$ cat src/logic/oprc_pkg.sv
package oprc_pkg;

  // Register byte offsets on the 8-bit register port
  localparam logic [7:0] ADDR_COMMAND  = 8'h21;
  localparam logic [7:0] ADDR_BDP_LO   = 8'h22;
  localparam logic [7:0] ADDR_BDP_HI   = 8'h23;
  localparam logic [7:0] ADDR_GAP      = 8'h24;
  localparam logic [7:0] ADDR_STATUS   = 8'h30;
  localparam logic [7:0] ADDR_IRQ_EN   = 8'h31;

  // Command bit positions
  localparam int CMD_RESUME_BIT = 0;
  localparam int CMD_SEND_BIT   = 4;

  // Status bit positions, shared by the interrupt enable register
  localparam int ST_COLLISION_BIT = 0;
  localparam int ST_RX_NONEMPTY   = 1;
  localparam int ST_RX_FULL       = 2;
  localparam int ST_ARP_MISS      = 4;
  localparam int ST_TX_EMPTY      = 5;
  localparam int ST_TX_DONE       = 6;
  localparam logic [7:0] STATUS_USED_MASK = 8'h77;

  // Values after reset
  localparam logic [15:0] BDP_RESET    = 16'h0000;
  localparam logic [7:0]  STATUS_RESET = 8'h00;
  localparam logic [7:0]  IRQ_EN_RESET = 8'h00;
  localparam logic [7:0]  GAP_RESET    = 8'h00;
  localparam logic [7:0]  RDATA_RESET  = 8'h00;

  // Pacing: one idle gap after each burst, gap unit in system clocks
  localparam int          BURST_BYTES     = 256;
  localparam logic [7:0]  BURST_LAST_BYTE = 8'(BURST_BYTES - 1);
  localparam int          GAP_UNIT_CLOCKS = 64;
  localparam int          GAP_UNIT_SHIFT  = $clog2(GAP_UNIT_CLOCKS);
  localparam int          GAP_CNT_W       = 8 + GAP_UNIT_SHIFT;

  typedef enum logic [2:0] {
    OPRC_IDLE,
    OPRC_RX_DMA,
    OPRC_TX_CHECK,
    OPRC_TX_ARP,
    OPRC_TX_DMA
  } oprc_state_t;

endpackage : oprc_pkg

$ cat src/logic/oprc_ring_ctrl.sv
// Operation
// [RULE_01] Writing one to resume restarts the whole receive direction.
// [RULE_02] Engine clears the resume bit once reception has restarted.
// [RULE_03] A full receive ring halts all reception until resume.
// [RULE_04] Writing one to send takes one packet from the transmit ring.
// [RULE_05] Send bit reads one while sending, cleared by engine when done.
// [RULE_06] 16-bit descriptor page pointer in two bytes locates both rings.
// [RULE_07] Idle gap of count times 64 clocks after every 256 DMA bytes; the pacer's byte count restarts with each packet.
// [RULE_08] Gap register initial value comes from the EEPROM configuration.
// [RULE_09] Collision flag set when both ARP hash lookups hit foreign slots.
// [RULE_10] Nonempty flag set while a received packet sits in the ring.
// [RULE_11] Full flag set when a packet lacks enough free ring pages.
// [RULE_12] ARP miss sends an ARP request instead and sets the miss flag.
// [RULE_13] Send with empty transmit ring sets the transmit empty flag.
// [RULE_14] Done flag set once the one requested packet has been sent.
// [RULE_15] Each status flag drives the interrupt when its enable is one.
// [RULE_16] A ring is empty when tail pointer equals head pointer.
// [RULE_17] Storing a packet cuts free pages and advances the tail.
// [RULE_18] Reading status clears flags, but a same-cycle set survives.
// [RULE_19] Writing zero to a command bit does nothing.
`timescale 1ns/1ps
module oprc_ring_ctrl (
  input  wire logic        sys_clk,
  input  wire logic        rst_b,
  input  wire logic        ce,
  input  wire logic [7:0]  reg_addr,
  input  wire logic [7:0]  reg_wdata,
  input  wire logic        reg_wr,
  input  wire logic        reg_rd,
  output logic      [7:0]  reg_rdata,
  input  wire logic [7:0]  eeprom_gap_value,
  input  wire logic        eeprom_gap_load,
  output logic      [15:0] descriptor_page_ptr,
  input  wire logic [15:0] rx_start_ptr,
  input  wire logic [15:0] rx_end_ptr,
  input  wire logic [15:0] rx_head_pointer,
  input  wire logic [15:0] rx_tail_pointer,
  input  wire logic [7:0]  rx_free_page_count,
  input  wire logic [15:0] tx_start_ptr,
  input  wire logic [15:0] tx_end_ptr,
  input  wire logic [15:0] tx_head_ptr,
  input  wire logic [15:0] tx_tail_ptr,
  input  wire logic [7:0]  tx_pkt_pages,
  input  wire logic        rx_pkt_req,
  input  wire logic [7:0]  rx_pkt_pages,
  output logic             rx_pkt_grant,
  output logic             rx_halted,
  input  wire logic        dma_valid,
  input  wire logic        dma_last,
  output logic             dma_ready,
  output logic             dma_rx_dir,
  output logic             arp_lookup_req,
  input  wire logic        arp_done,
  input  wire logic        arp_hit,
  input  wire logic        arp_collision,
  output logic             tx_send_arp,
  output logic             ring_wb,
  output logic             ring_wb_rx,
  output logic      [15:0] ring_wb_ptr,
  output logic      [7:0]  ring_wb_free,
  output logic             offload_irq_line
);

  typedef struct packed {
    oprc_pkg::oprc_state_t st;
    logic [7:0]            rdata;
    logic                  resume_receive_cmd;
    logic                  send_packet_cmd;
    logic [15:0]           buffer_descriptor_page;
    logic [7:0]            gap;
    logic [7:0]            status;
    logic [7:0]            irq_en;
    logic                  halted;
    logic                  arp_req;
    logic                  wb;
    logic                  wb_rx;
    logic [15:0]           wb_ptr;
    logic [7:0]            wb_free;
  } oprc_ctrl_t;

  oprc_ctrl_t s_reg;
  oprc_ctrl_t s_next;
  logic [1:0] rst_sync_reg;
  logic       rst_n;
  logic       pause;
  logic       beat;
  logic       rx_room;
  logic [7:0] set_vec;

  // Advance a page pointer inside a ring that wraps at its end page
  function automatic logic [15:0] ring_adv(input logic [15:0] ptr,
                                           input logic [7:0]  pages,
                                           input logic [15:0] start,
                                           input logic [15:0] stop);
    logic [16:0] sum;
    sum = {1'b0, ptr} + {9'h000, pages};
    if (sum >= {1'b0, stop})
      sum = sum - {1'b0, stop} + {1'b0, start};
    return sum[15:0];
  endfunction : ring_adv

  ////////////////////////////////////////////////////////////////////////////
  // Reset release through two flops; assertion stays asynchronous
  always_ff @(posedge sys_clk or negedge rst_b)
  begin
    if (!rst_b)
      rst_sync_reg <= 2'b00;
    else
      rst_sync_reg <= {rst_sync_reg[0], 1'b1};
  end

  assign rst_n = rst_sync_reg[1];

  ////////////////////////////////////////////////////////////////////////////
  oprc_gap_pacer u_pacer (
    .sys_clk   (sys_clk),
    .rst_n     (rst_n),
    .ce        (ce),
    .active    (s_reg.st == oprc_pkg::OPRC_RX_DMA ||
                s_reg.st == oprc_pkg::OPRC_TX_DMA),
    .beat      (beat),
    .gap_count (s_reg.gap),
    .pause     (pause)
  );

  // Handshake outputs, combinational
  assign dma_ready = (s_reg.st == oprc_pkg::OPRC_RX_DMA ||
                      s_reg.st == oprc_pkg::OPRC_TX_DMA) && !pause; // see [RULE_07]
  assign beat      = dma_valid && dma_ready;
  assign rx_room   = rx_free_page_count >= rx_pkt_pages;
  assign rx_pkt_grant = (s_reg.st == oprc_pkg::OPRC_IDLE) && rx_pkt_req
                        && !s_reg.halted && rx_room; // see [RULE_03]
  assign arp_lookup_req = s_reg.st == oprc_pkg::OPRC_TX_ARP;

  // Registered outputs
  assign reg_rdata           = s_reg.rdata;
  assign descriptor_page_ptr = s_reg.buffer_descriptor_page; // see [RULE_06]
  assign rx_halted           = s_reg.halted;
  assign dma_rx_dir          = s_reg.st == oprc_pkg::OPRC_RX_DMA;
  assign tx_send_arp         = s_reg.arp_req;
  assign ring_wb             = s_reg.wb;
  assign ring_wb_rx          = s_reg.wb_rx;
  assign ring_wb_ptr         = s_reg.wb_ptr;
  assign ring_wb_free        = s_reg.wb_free;
  assign offload_irq_line    = |(s_reg.status & s_reg.irq_en); // see [RULE_15]

  ////////////////////////////////////////////////////////////////////////////
  always_comb
  begin
    s_next    = s_reg;
    s_next.wb = 1'b0;
    set_vec   = 8'h00;

    // Ring holds a packet while tail and head differ
    set_vec[oprc_pkg::ST_RX_NONEMPTY] =
      rx_tail_pointer != rx_head_pointer; // see [RULE_10] [RULE_16]

    // Resume takes effect at once; halt lifted, bit self-clears
    if (s_reg.resume_receive_cmd)
    begin
      s_next.halted             = 1'b0; // see [RULE_01]
      s_next.resume_receive_cmd = 1'b0; // see [RULE_02]
    end

    case (s_reg.st)
      oprc_pkg::OPRC_IDLE:
      begin
        if (rx_pkt_req && !s_reg.halted && !rx_room)
        begin
          s_next.halted = 1'b1; // see [RULE_03]
          set_vec[oprc_pkg::ST_RX_FULL] = 1'b1; // see [RULE_11]
        end
        else if (rx_pkt_grant)
          s_next.st = oprc_pkg::OPRC_RX_DMA;
        else if (s_reg.send_packet_cmd)
          s_next.st = oprc_pkg::OPRC_TX_CHECK; // see [RULE_04]
      end
      oprc_pkg::OPRC_RX_DMA:
      begin
        if (beat && dma_last)
        begin
          // Room was only checked at grant; commit tail and free count now
          s_next.wb      = 1'b1;
          s_next.wb_rx   = 1'b1;
          s_next.wb_ptr  = ring_adv(rx_tail_pointer, rx_pkt_pages,
                                    rx_start_ptr, rx_end_ptr); // see [RULE_17]
          s_next.wb_free = rx_free_page_count - rx_pkt_pages; // see [RULE_17]
          s_next.st      = oprc_pkg::OPRC_IDLE;
        end
      end
      oprc_pkg::OPRC_TX_CHECK:
      begin
        if (tx_tail_ptr == tx_head_ptr)
        begin
          set_vec[oprc_pkg::ST_TX_EMPTY] = 1'b1; // see [RULE_13] [RULE_16]
          s_next.send_packet_cmd = 1'b0;
          s_next.st              = oprc_pkg::OPRC_IDLE;
        end
        else
          s_next.st = oprc_pkg::OPRC_TX_ARP;
      end
      oprc_pkg::OPRC_TX_ARP:
      begin
        if (arp_done)
        begin
          set_vec[oprc_pkg::ST_COLLISION_BIT] = arp_collision; // see [RULE_09]
          set_vec[oprc_pkg::ST_ARP_MISS]      = !arp_hit; // see [RULE_12]
          s_next.arp_req = !arp_hit; // see [RULE_12]
          s_next.st      = oprc_pkg::OPRC_TX_DMA;
        end
      end
      oprc_pkg::OPRC_TX_DMA:
      begin
        if (beat && dma_last)
        begin
          s_next.wb      = 1'b1;
          s_next.wb_rx   = 1'b0;
          s_next.wb_ptr  = ring_adv(tx_head_ptr, tx_pkt_pages,
                                    tx_start_ptr, tx_end_ptr);
          s_next.wb_free = tx_pkt_pages;
          s_next.arp_req = 1'b0;
          s_next.send_packet_cmd = 1'b0; // see [RULE_05]
          set_vec[oprc_pkg::ST_TX_DONE] = 1'b1; // see [RULE_14]
          s_next.st = oprc_pkg::OPRC_IDLE;
        end
      end
      default:
        s_next.st = oprc_pkg::OPRC_IDLE;
    endcase

    // Register writes; zeros to command bits are ignored
    if (reg_wr)
    begin
      case (reg_addr)
        oprc_pkg::ADDR_COMMAND:
        begin
          if (reg_wdata[oprc_pkg::CMD_RESUME_BIT])
            s_next.resume_receive_cmd = 1'b1; // see [RULE_01] [RULE_19]
          if (reg_wdata[oprc_pkg::CMD_SEND_BIT])
            s_next.send_packet_cmd = 1'b1; // see [RULE_04] [RULE_19]
        end
        oprc_pkg::ADDR_BDP_LO: s_next.buffer_descriptor_page[7:0]  = reg_wdata; // see [RULE_06]
        oprc_pkg::ADDR_BDP_HI: s_next.buffer_descriptor_page[15:8] = reg_wdata; // see [RULE_06]
        oprc_pkg::ADDR_GAP:    s_next.gap       = reg_wdata;
        oprc_pkg::ADDR_IRQ_EN: s_next.irq_en    = reg_wdata;
        oprc_pkg::ADDR_STATUS:
          s_next.status = s_reg.status & ~reg_wdata;
        default:
          s_next.buffer_descriptor_page = s_next.buffer_descriptor_page;
      endcase
    end

    // EEPROM config strap: caught after reset release, not under reset
    if (eeprom_gap_load)
      s_next.gap = eeprom_gap_value; // see [RULE_08]

    // Read side effects: status clears, new events win
    if (reg_rd && reg_addr == oprc_pkg::ADDR_STATUS)
      s_next.status = 8'h00; // see [RULE_18]
    s_next.status = (s_next.status | set_vec)
                    & oprc_pkg::STATUS_USED_MASK; // see [RULE_18]

    // Read data, valid the cycle after the strobe only
    s_next.rdata = 8'h00;
    if (reg_rd)
    begin
      case (reg_addr)
        oprc_pkg::ADDR_COMMAND:
        begin
          s_next.rdata[oprc_pkg::CMD_RESUME_BIT] = s_reg.resume_receive_cmd;
          s_next.rdata[oprc_pkg::CMD_SEND_BIT]   =
            s_reg.send_packet_cmd; // see [RULE_05]
        end
        oprc_pkg::ADDR_BDP_LO: s_next.rdata = s_reg.buffer_descriptor_page[7:0];
        oprc_pkg::ADDR_BDP_HI: s_next.rdata = s_reg.buffer_descriptor_page[15:8];
        oprc_pkg::ADDR_GAP:    s_next.rdata = s_reg.gap;
        oprc_pkg::ADDR_STATUS: s_next.rdata = s_reg.status;
        oprc_pkg::ADDR_IRQ_EN: s_next.rdata = s_reg.irq_en;
        default:               s_next.rdata = 8'h00;
      endcase
    end
  end

  always_ff @(posedge sys_clk or negedge rst_n)
  begin
    if (!rst_n)
    begin
      s_reg        <= '0;
      s_reg.st     <= oprc_pkg::OPRC_IDLE;
      s_reg.rdata  <= oprc_pkg::RDATA_RESET;
      s_reg.buffer_descriptor_page    <= oprc_pkg::BDP_RESET;
      s_reg.gap    <= oprc_pkg::GAP_RESET;
      s_reg.status <= oprc_pkg::STATUS_RESET;
      s_reg.irq_en <= oprc_pkg::IRQ_EN_RESET;
    end
    else if (ce)
      s_reg <= s_next;
  end

  ////////////////////////////////////////////////////////////////////////////
  a_resume_clears: assert property (@(posedge sys_clk) disable iff (!rst_n)
    (ce && s_reg.resume_receive_cmd && !(reg_wr &&
     reg_addr == oprc_pkg::ADDR_COMMAND && reg_wdata[0]))
    |=> !s_reg.resume_receive_cmd && !s_reg.halted) // see [RULE_02]
    else $error("resume bit or halt not cleared");

  a_full_halts: assert property (@(posedge sys_clk) disable iff (!rst_n)
    (ce && s_reg.st == oprc_pkg::OPRC_IDLE && rx_pkt_req && !s_reg.halted
     && !rx_room && !s_reg.resume_receive_cmd)
    |=> s_reg.halted && s_reg.status[oprc_pkg::ST_RX_FULL]) // see [RULE_03]
    else $error("full ring did not halt reception");

  a_halt_no_grant: assert property (@(posedge sys_clk) disable iff (!rst_n)
    s_reg.halted |-> !rx_pkt_grant) // see [RULE_03]
    else $error("grant while receive halted");

  a_send_holds: assert property (@(posedge sys_clk) disable iff (!rst_n)
    (ce && s_reg.send_packet_cmd && s_reg.st == oprc_pkg::OPRC_TX_ARP)
    |=> s_reg.send_packet_cmd) // see [RULE_05]
    else $error("send bit dropped before completion");

  a_tx_empty_flag: assert property (@(posedge sys_clk) disable iff (!rst_n)
    (ce && s_reg.st == oprc_pkg::OPRC_TX_CHECK && tx_tail_ptr == tx_head_ptr
     && !(reg_wr && reg_addr == oprc_pkg::ADDR_COMMAND && reg_wdata[4]))
    |=> s_reg.status[oprc_pkg::ST_TX_EMPTY] && !s_reg.send_packet_cmd
        && s_reg.st == oprc_pkg::OPRC_IDLE) // see [RULE_13]
    else $error("empty transmit ring not flagged");

  a_tx_done_flag: assert property (@(posedge sys_clk) disable iff (!rst_n)
    (ce && s_reg.st == oprc_pkg::OPRC_TX_DMA && beat && dma_last)
    |=> s_reg.status[oprc_pkg::ST_TX_DONE] && s_reg.wb
        && !s_reg.wb_rx) // see [RULE_14]
    else $error("transmit done not flagged");

  a_rx_free_wb: assert property (@(posedge sys_clk) disable iff (!rst_n)
    (ce && s_reg.st == oprc_pkg::OPRC_RX_DMA && beat && dma_last)
    |=> s_reg.wb && s_reg.wb_rx && s_reg.wb_free ==
        $past(rx_free_page_count) - $past(rx_pkt_pages)) // see [RULE_17]
    else $error("free page count not reduced");

  a_irq_follows: assert property (@(posedge sys_clk) disable iff (!rst_n)
    (s_reg.status[oprc_pkg::ST_TX_DONE] && s_reg.irq_en[oprc_pkg::ST_TX_DONE])
    |-> offload_irq_line) // see [RULE_15]
    else $error("enabled flag did not raise interrupt");

  a_read_clears: assert property (@(posedge sys_clk) disable iff (!rst_n)
    (ce && reg_rd && reg_addr == oprc_pkg::ADDR_STATUS
     && s_reg.st == oprc_pkg::OPRC_TX_ARP && !arp_done)
    |=> !s_reg.status[oprc_pkg::ST_ARP_MISS]
        && reg_rdata == $past(s_reg.status)) // see [RULE_18]
    else $error("status read did not clear flags");

  a_arp_miss: assert property (@(posedge sys_clk) disable iff (!rst_n)
    (ce && s_reg.st == oprc_pkg::OPRC_TX_ARP && arp_done && !arp_hit)
    |=> tx_send_arp && s_reg.status[oprc_pkg::ST_ARP_MISS]) // see [RULE_12]
    else $error("ARP miss not handled");

endmodule : oprc_ring_ctrl

$ cat src/logic/oprc_gap_pacer.sv
`timescale 1ns/1ps
module oprc_gap_pacer (
  input  wire logic       sys_clk,
  input  wire logic       rst_n,
  input  wire logic       ce,
  input  wire logic       active,
  input  wire logic       beat,
  input  wire logic [7:0] gap_count,
  output logic            pause
);

  typedef struct packed {
    logic [7:0]                      byte_cnt;
    logic [oprc_pkg::GAP_CNT_W-1:0] gap_cnt;
    logic                            paused;
  } oprc_pacer_t;

  oprc_pacer_t s_reg;
  oprc_pacer_t s_next;

  assign pause = s_reg.paused;

  ////////////////////////////////////////////////////////////////////////////
  always_comb
  begin
    s_next = s_reg;
    if (!active)
    begin
      // Burst count restarts with each packet
      s_next = '0;
    end
    else if (s_reg.paused)
    begin
      if (s_reg.gap_cnt == '0)
        s_next.paused = 1'b0;
      else
        s_next.gap_cnt = s_reg.gap_cnt - 1'b1;
    end
    else if (beat)
    begin
      s_next.byte_cnt = s_reg.byte_cnt + 8'h01;
      if (s_reg.byte_cnt == oprc_pkg::BURST_LAST_BYTE && gap_count != 8'h00)
      begin
        // Preload is count times the unit minus one; the exit cycle ends the gap
        s_next.paused  = 1'b1; // see [RULE_07]
        s_next.gap_cnt = {gap_count, oprc_pkg::GAP_UNIT_SHIFT'(0)}
                         - 1'b1;
      end
    end
  end

  always_ff @(posedge sys_clk or negedge rst_n)
  begin
    if (!rst_n)
      s_reg <= '0;
    else if (ce)
      s_reg <= s_next;
  end

  a_gap_starts: assert property (@(posedge sys_clk) disable iff (!rst_n)
    (ce && active && !s_reg.paused && beat && gap_count != 8'h00
     && s_reg.byte_cnt == oprc_pkg::BURST_LAST_BYTE)
    |=> pause) // see [RULE_07]
    else $error("gap not started after a full burst");

endmodule : oprc_gap_pacer

$ cat config.mk
export PLATFORM = sky130hd
export DESIGN_NAME = oprc_ring_ctrl
export DESIGN_NICKNAME = d
export VERILOG_FILES = /design/src/logic/oprc_pkg.sv /design/src/logic/oprc_ring_ctrl.sv /design/src/logic/oprc_gap_pacer.sv
export SDC_FILE = /design/constraint.sdc
export NUM_CORES = 1
export LEC_CHECK = 0
export BUFFER_PORTS_ARGS = -buffer_cell sky130_fd_sc_hd__buf_2
export CAP_MARGIN = 20
export CORE_MARGIN = 3
export CORE_UTILIZATION = 42
export DETAILED_ROUTE_END_ITERATION = 16
export HOLD_SLACK_MARGIN = 0.03
export PLACE_DENSITY = 0.67
export REMOVE_ABC_BUFFERS = 1
export SKIP_CTS_REPAIR_TIMING = 1
export SLEW_MARGIN = 20
export SYNTH_ARGS = -nofsm -noshare
export SYNTH_HDL_FRONTEND = slang
export SYNTH_SLANG_ARGS = --single-unit
$ cat constraint.sdc
create_clock -name sys_clk -period 2.95 [get_ports sys_clk]
set_input_delay 0.1475 -clock sys_clk [delete_from_list [all_inputs] [get_ports sys_clk]]
set_output_delay 0.1475 -clock sys_clk [all_outputs]
set_load 0.05 [all_outputs]
==> out/qor.yml <==
final.period_utilization_pct: 137.5
ys_seq_area_share_pct: 24.90
dp_hpwl_mm: 26.31
synthXorXnorAreaFrac_pct: 9.040
cp-start-kind: "input port"
synth_area_sq_um: 10450
seq_area_sq_um: 2606
synth_top_family_by_area: "compound AO/OA/AOI/OAI gates"
syn2layout_area_growth_pct: 36.60
core_sq_um: 24390
total_power_uw: 8602
cts.sinks: 104
worst_slew_pin_slew_ns: 0.6776
relSlewSlack_pct: 54.41
ant_nets: 0
final.setup_skew_ns: 0.007847
drv_cap: 0
outcome: "finished with violations"
synth_ff_type: "dfrtp_1"
drive_above_1_share_pct: 36.73
nFillCells: 2175
grt_overflow: 0
critPathArrivalTime_ns: 4.27
via_per_inst: 5.218
insertion_delay_ns: 0.35
critPathRequiredTime_ns: 3.16
violations: "setup timing"
hold_viol_final: 0
dieArea_sq_um: 26810
synth_edf_count: 0
yosysMostFrequentCell: "inv_1"
syn_area_per_cell_sq_um: 8.566
die_w_um: 163.7
cts.htree.levels: 3
drtPass1Iterations: 5
die_y_um: 163.7
cts-root-buf: "clkbuf_16"
ios: 245
place_congestion: 0.8737
yosys-top-cells-area: "dfrtp_1 25%, ha_1 11%, fa_1 6.3%"
yosys.cell_types.count: 81
grt_usage_pct: 22.65
antenna_found_initial: 2
largest_reg_flops: 27
multi_input_comb_area_sq_um: 7368
rsz0062_at_grt: "true"
grt_pass1_wl_mm: 48.47
min_period_ns: 4.057
synth_top_cell_area_share_pct: 24.90
ir_worst_vdd_uv: 526.9
drt_iter0_markers: 573
synth_adder_area_share_pct: 16.97
wl_per_cell_um: 16.41
power_leakage_uw: 0.007232
grt_pass1_vias: 9951
drc_errors: 0
synthMuxAreaShare_pct: 6.214
setup_slack_ns: -1.107
timing.hold.ws_ns: 0.08113
synth_compound_area_share_pct: 18.15
routed_wl_mm: 32.11
worstSetupEndpointType: "register"
nets: 1935
timing.hold.worst.class: "in2reg"
powerDensity_nw_per_um2: 602.6
async_flop_share_pct: 100.0
yosysTopAreaCell: "dfrtp_1"
synthSimpleGateAreaFrac_pct: 14.99
num_rows: 57
setup_viol: 16
fmax_mhz: 246.5
ff2ff_setup_slack_ns: 0.31
synth-seq-cells: 104
maxSlewViolCount: 0
critPathMaxFanout: 2
initial_core_util_pct: 42.84
numPortBuffers: 244
numCtsBuffers: 9
ys_warn_count: 0
dr_total_vias: 10211
ctsLongestPathBuffers: 2
path_clk_slew_ns: 0.07
cts_tree: "built"
crit_type: "in2reg"
syn_inst: 1220
grt_max_degree: 57
netlist_top_cells_count: "134 x inv_1, 107 x nor2_1, 104 x dfrtp_1"
cell families (layout without fill, tap and decap cells):
family          Yosys count  after routing
xor+xnor                107            107
compound gates          286            286
fa+ha+maj               122            122
mux                      61             61
buf+inv                 211            622
flops                   104            104
simple gates            328            328
other cells               1              3
placed cells by master (no fill, tap or decap), types with 10 or more instances in the layout:
cell type and count:
nor4_1 12, a21o_1 21, nand4_1 17, xnor2_1 56
ha_1 79, buf_4 210, nand3_1 24, xor2_1 43
a22oi_1 10, fa_1 31, dfrtp_1 103, mux2_2 27
nand2_1 86, nor3_1 15, mux2i_1 17, and3_1 10
nor2_1 102, o21ai_0 62, a21oi_1 66, buf_2 239
nor2b_1 11, inv_1 131, o21a_1 18
area by class of cell:
type,instances,share of cell area (%)
sequential,104,18.26
timing repair buffer,471,21.61
clock buffer,11,1.630
inverter,135,3.550
antenna,2,0.03506
multi-input combinational,905,51.62
tap,324,2.840
clock inverter,5,0.4645
critical path, cell delays in order:
cell and delay, ns:
buf_8 0.10, ha_4 0.15, inv_2 0.05, fa_2 0.19, and2b_1 0.20, o31a_2 0.30, o21a_1 0.17, nor2_1 0.12
xnor2_1 0.16, inv_1 0.09, fa_1 0.52, inv_2 0.05, ha_4 0.21, a21o_1 0.17, or3_4 0.33, o211ai_1 0.26
a21oi_1 0.11, a2111oi_1 0.27, buf_4 0.18, xnor2_2 0.11, nor2b_1 0.06, o221ai_1 0.18, o311ai_1 0.12
routing by layer:
layer / vias up / track usage (%) / part of all wire, % / wire (um)
li1: 5031 / - / - / -
met1: 4844 / 28.06 / 41 / 13140
met2: 296 / 40.09 / 51 / 16280
met3: 40 / 5.170 / 6.5 / 2079
met4: 0 / 5.190 / 1.9 / 602
met5: - / 0 / 0 / 0
metrics by stage:
step	setup WS (ns)	cells	cell area [sq um]	TNS (ns)	utilization (%)
2_1_floorplan	-1.346	1144	9943	-35.50	-
6_report	-1.107	1957	14270	-13.19	58.53
5_1_grt	-1.330	1957	14270	-15.94	58.53
3_3_place_gp	-1.580	1918	13160	-20.62	53.97
3_5_place_dp	-1.627	1918	13160	-22.75	53.97
4_1_cts	-1.264	1934	13460	-17.15	55.20
final timing paths:
check / start / to / depth (start not counted)
hold reg to reg: rst_sync_reg[1]$_DFF_PN0_ / descriptor_page_ptr[8]$_DFFE_PN0P_ / 0
setup / recovery: tx_head_ptr[0] / ring_wb_ptr[15]$_DFFE_PN0P_ / 23
setup reg to reg: u_pacer.s_reg[4]$_DFFE_PN0P_ / u_pacer.s_reg[13]$_DFFE_PN0P_ / 7
min in group asynchronous: rst_b / rst_sync_reg[1]$_DFF_PN0_ / 2
hold / removal: arp_collision / s_reg[36]$_DFFE_PN0P_ / 3
max in group asynchronous: rst_sync_reg[1]$_DFF_PN0_ / ring_wb_free[2]$_DFFE_PN0P_ / 1
where the power goes:
part           switching [uW]  total, uW  internal [uW]  leakage (uW)
sequential                282       2020           1730       0.00135
combinational            3040       5370           2330       0.00574
clock                     546       1220            670      0.000142
No activity file was read; power rests on OpenSTA's default activity.
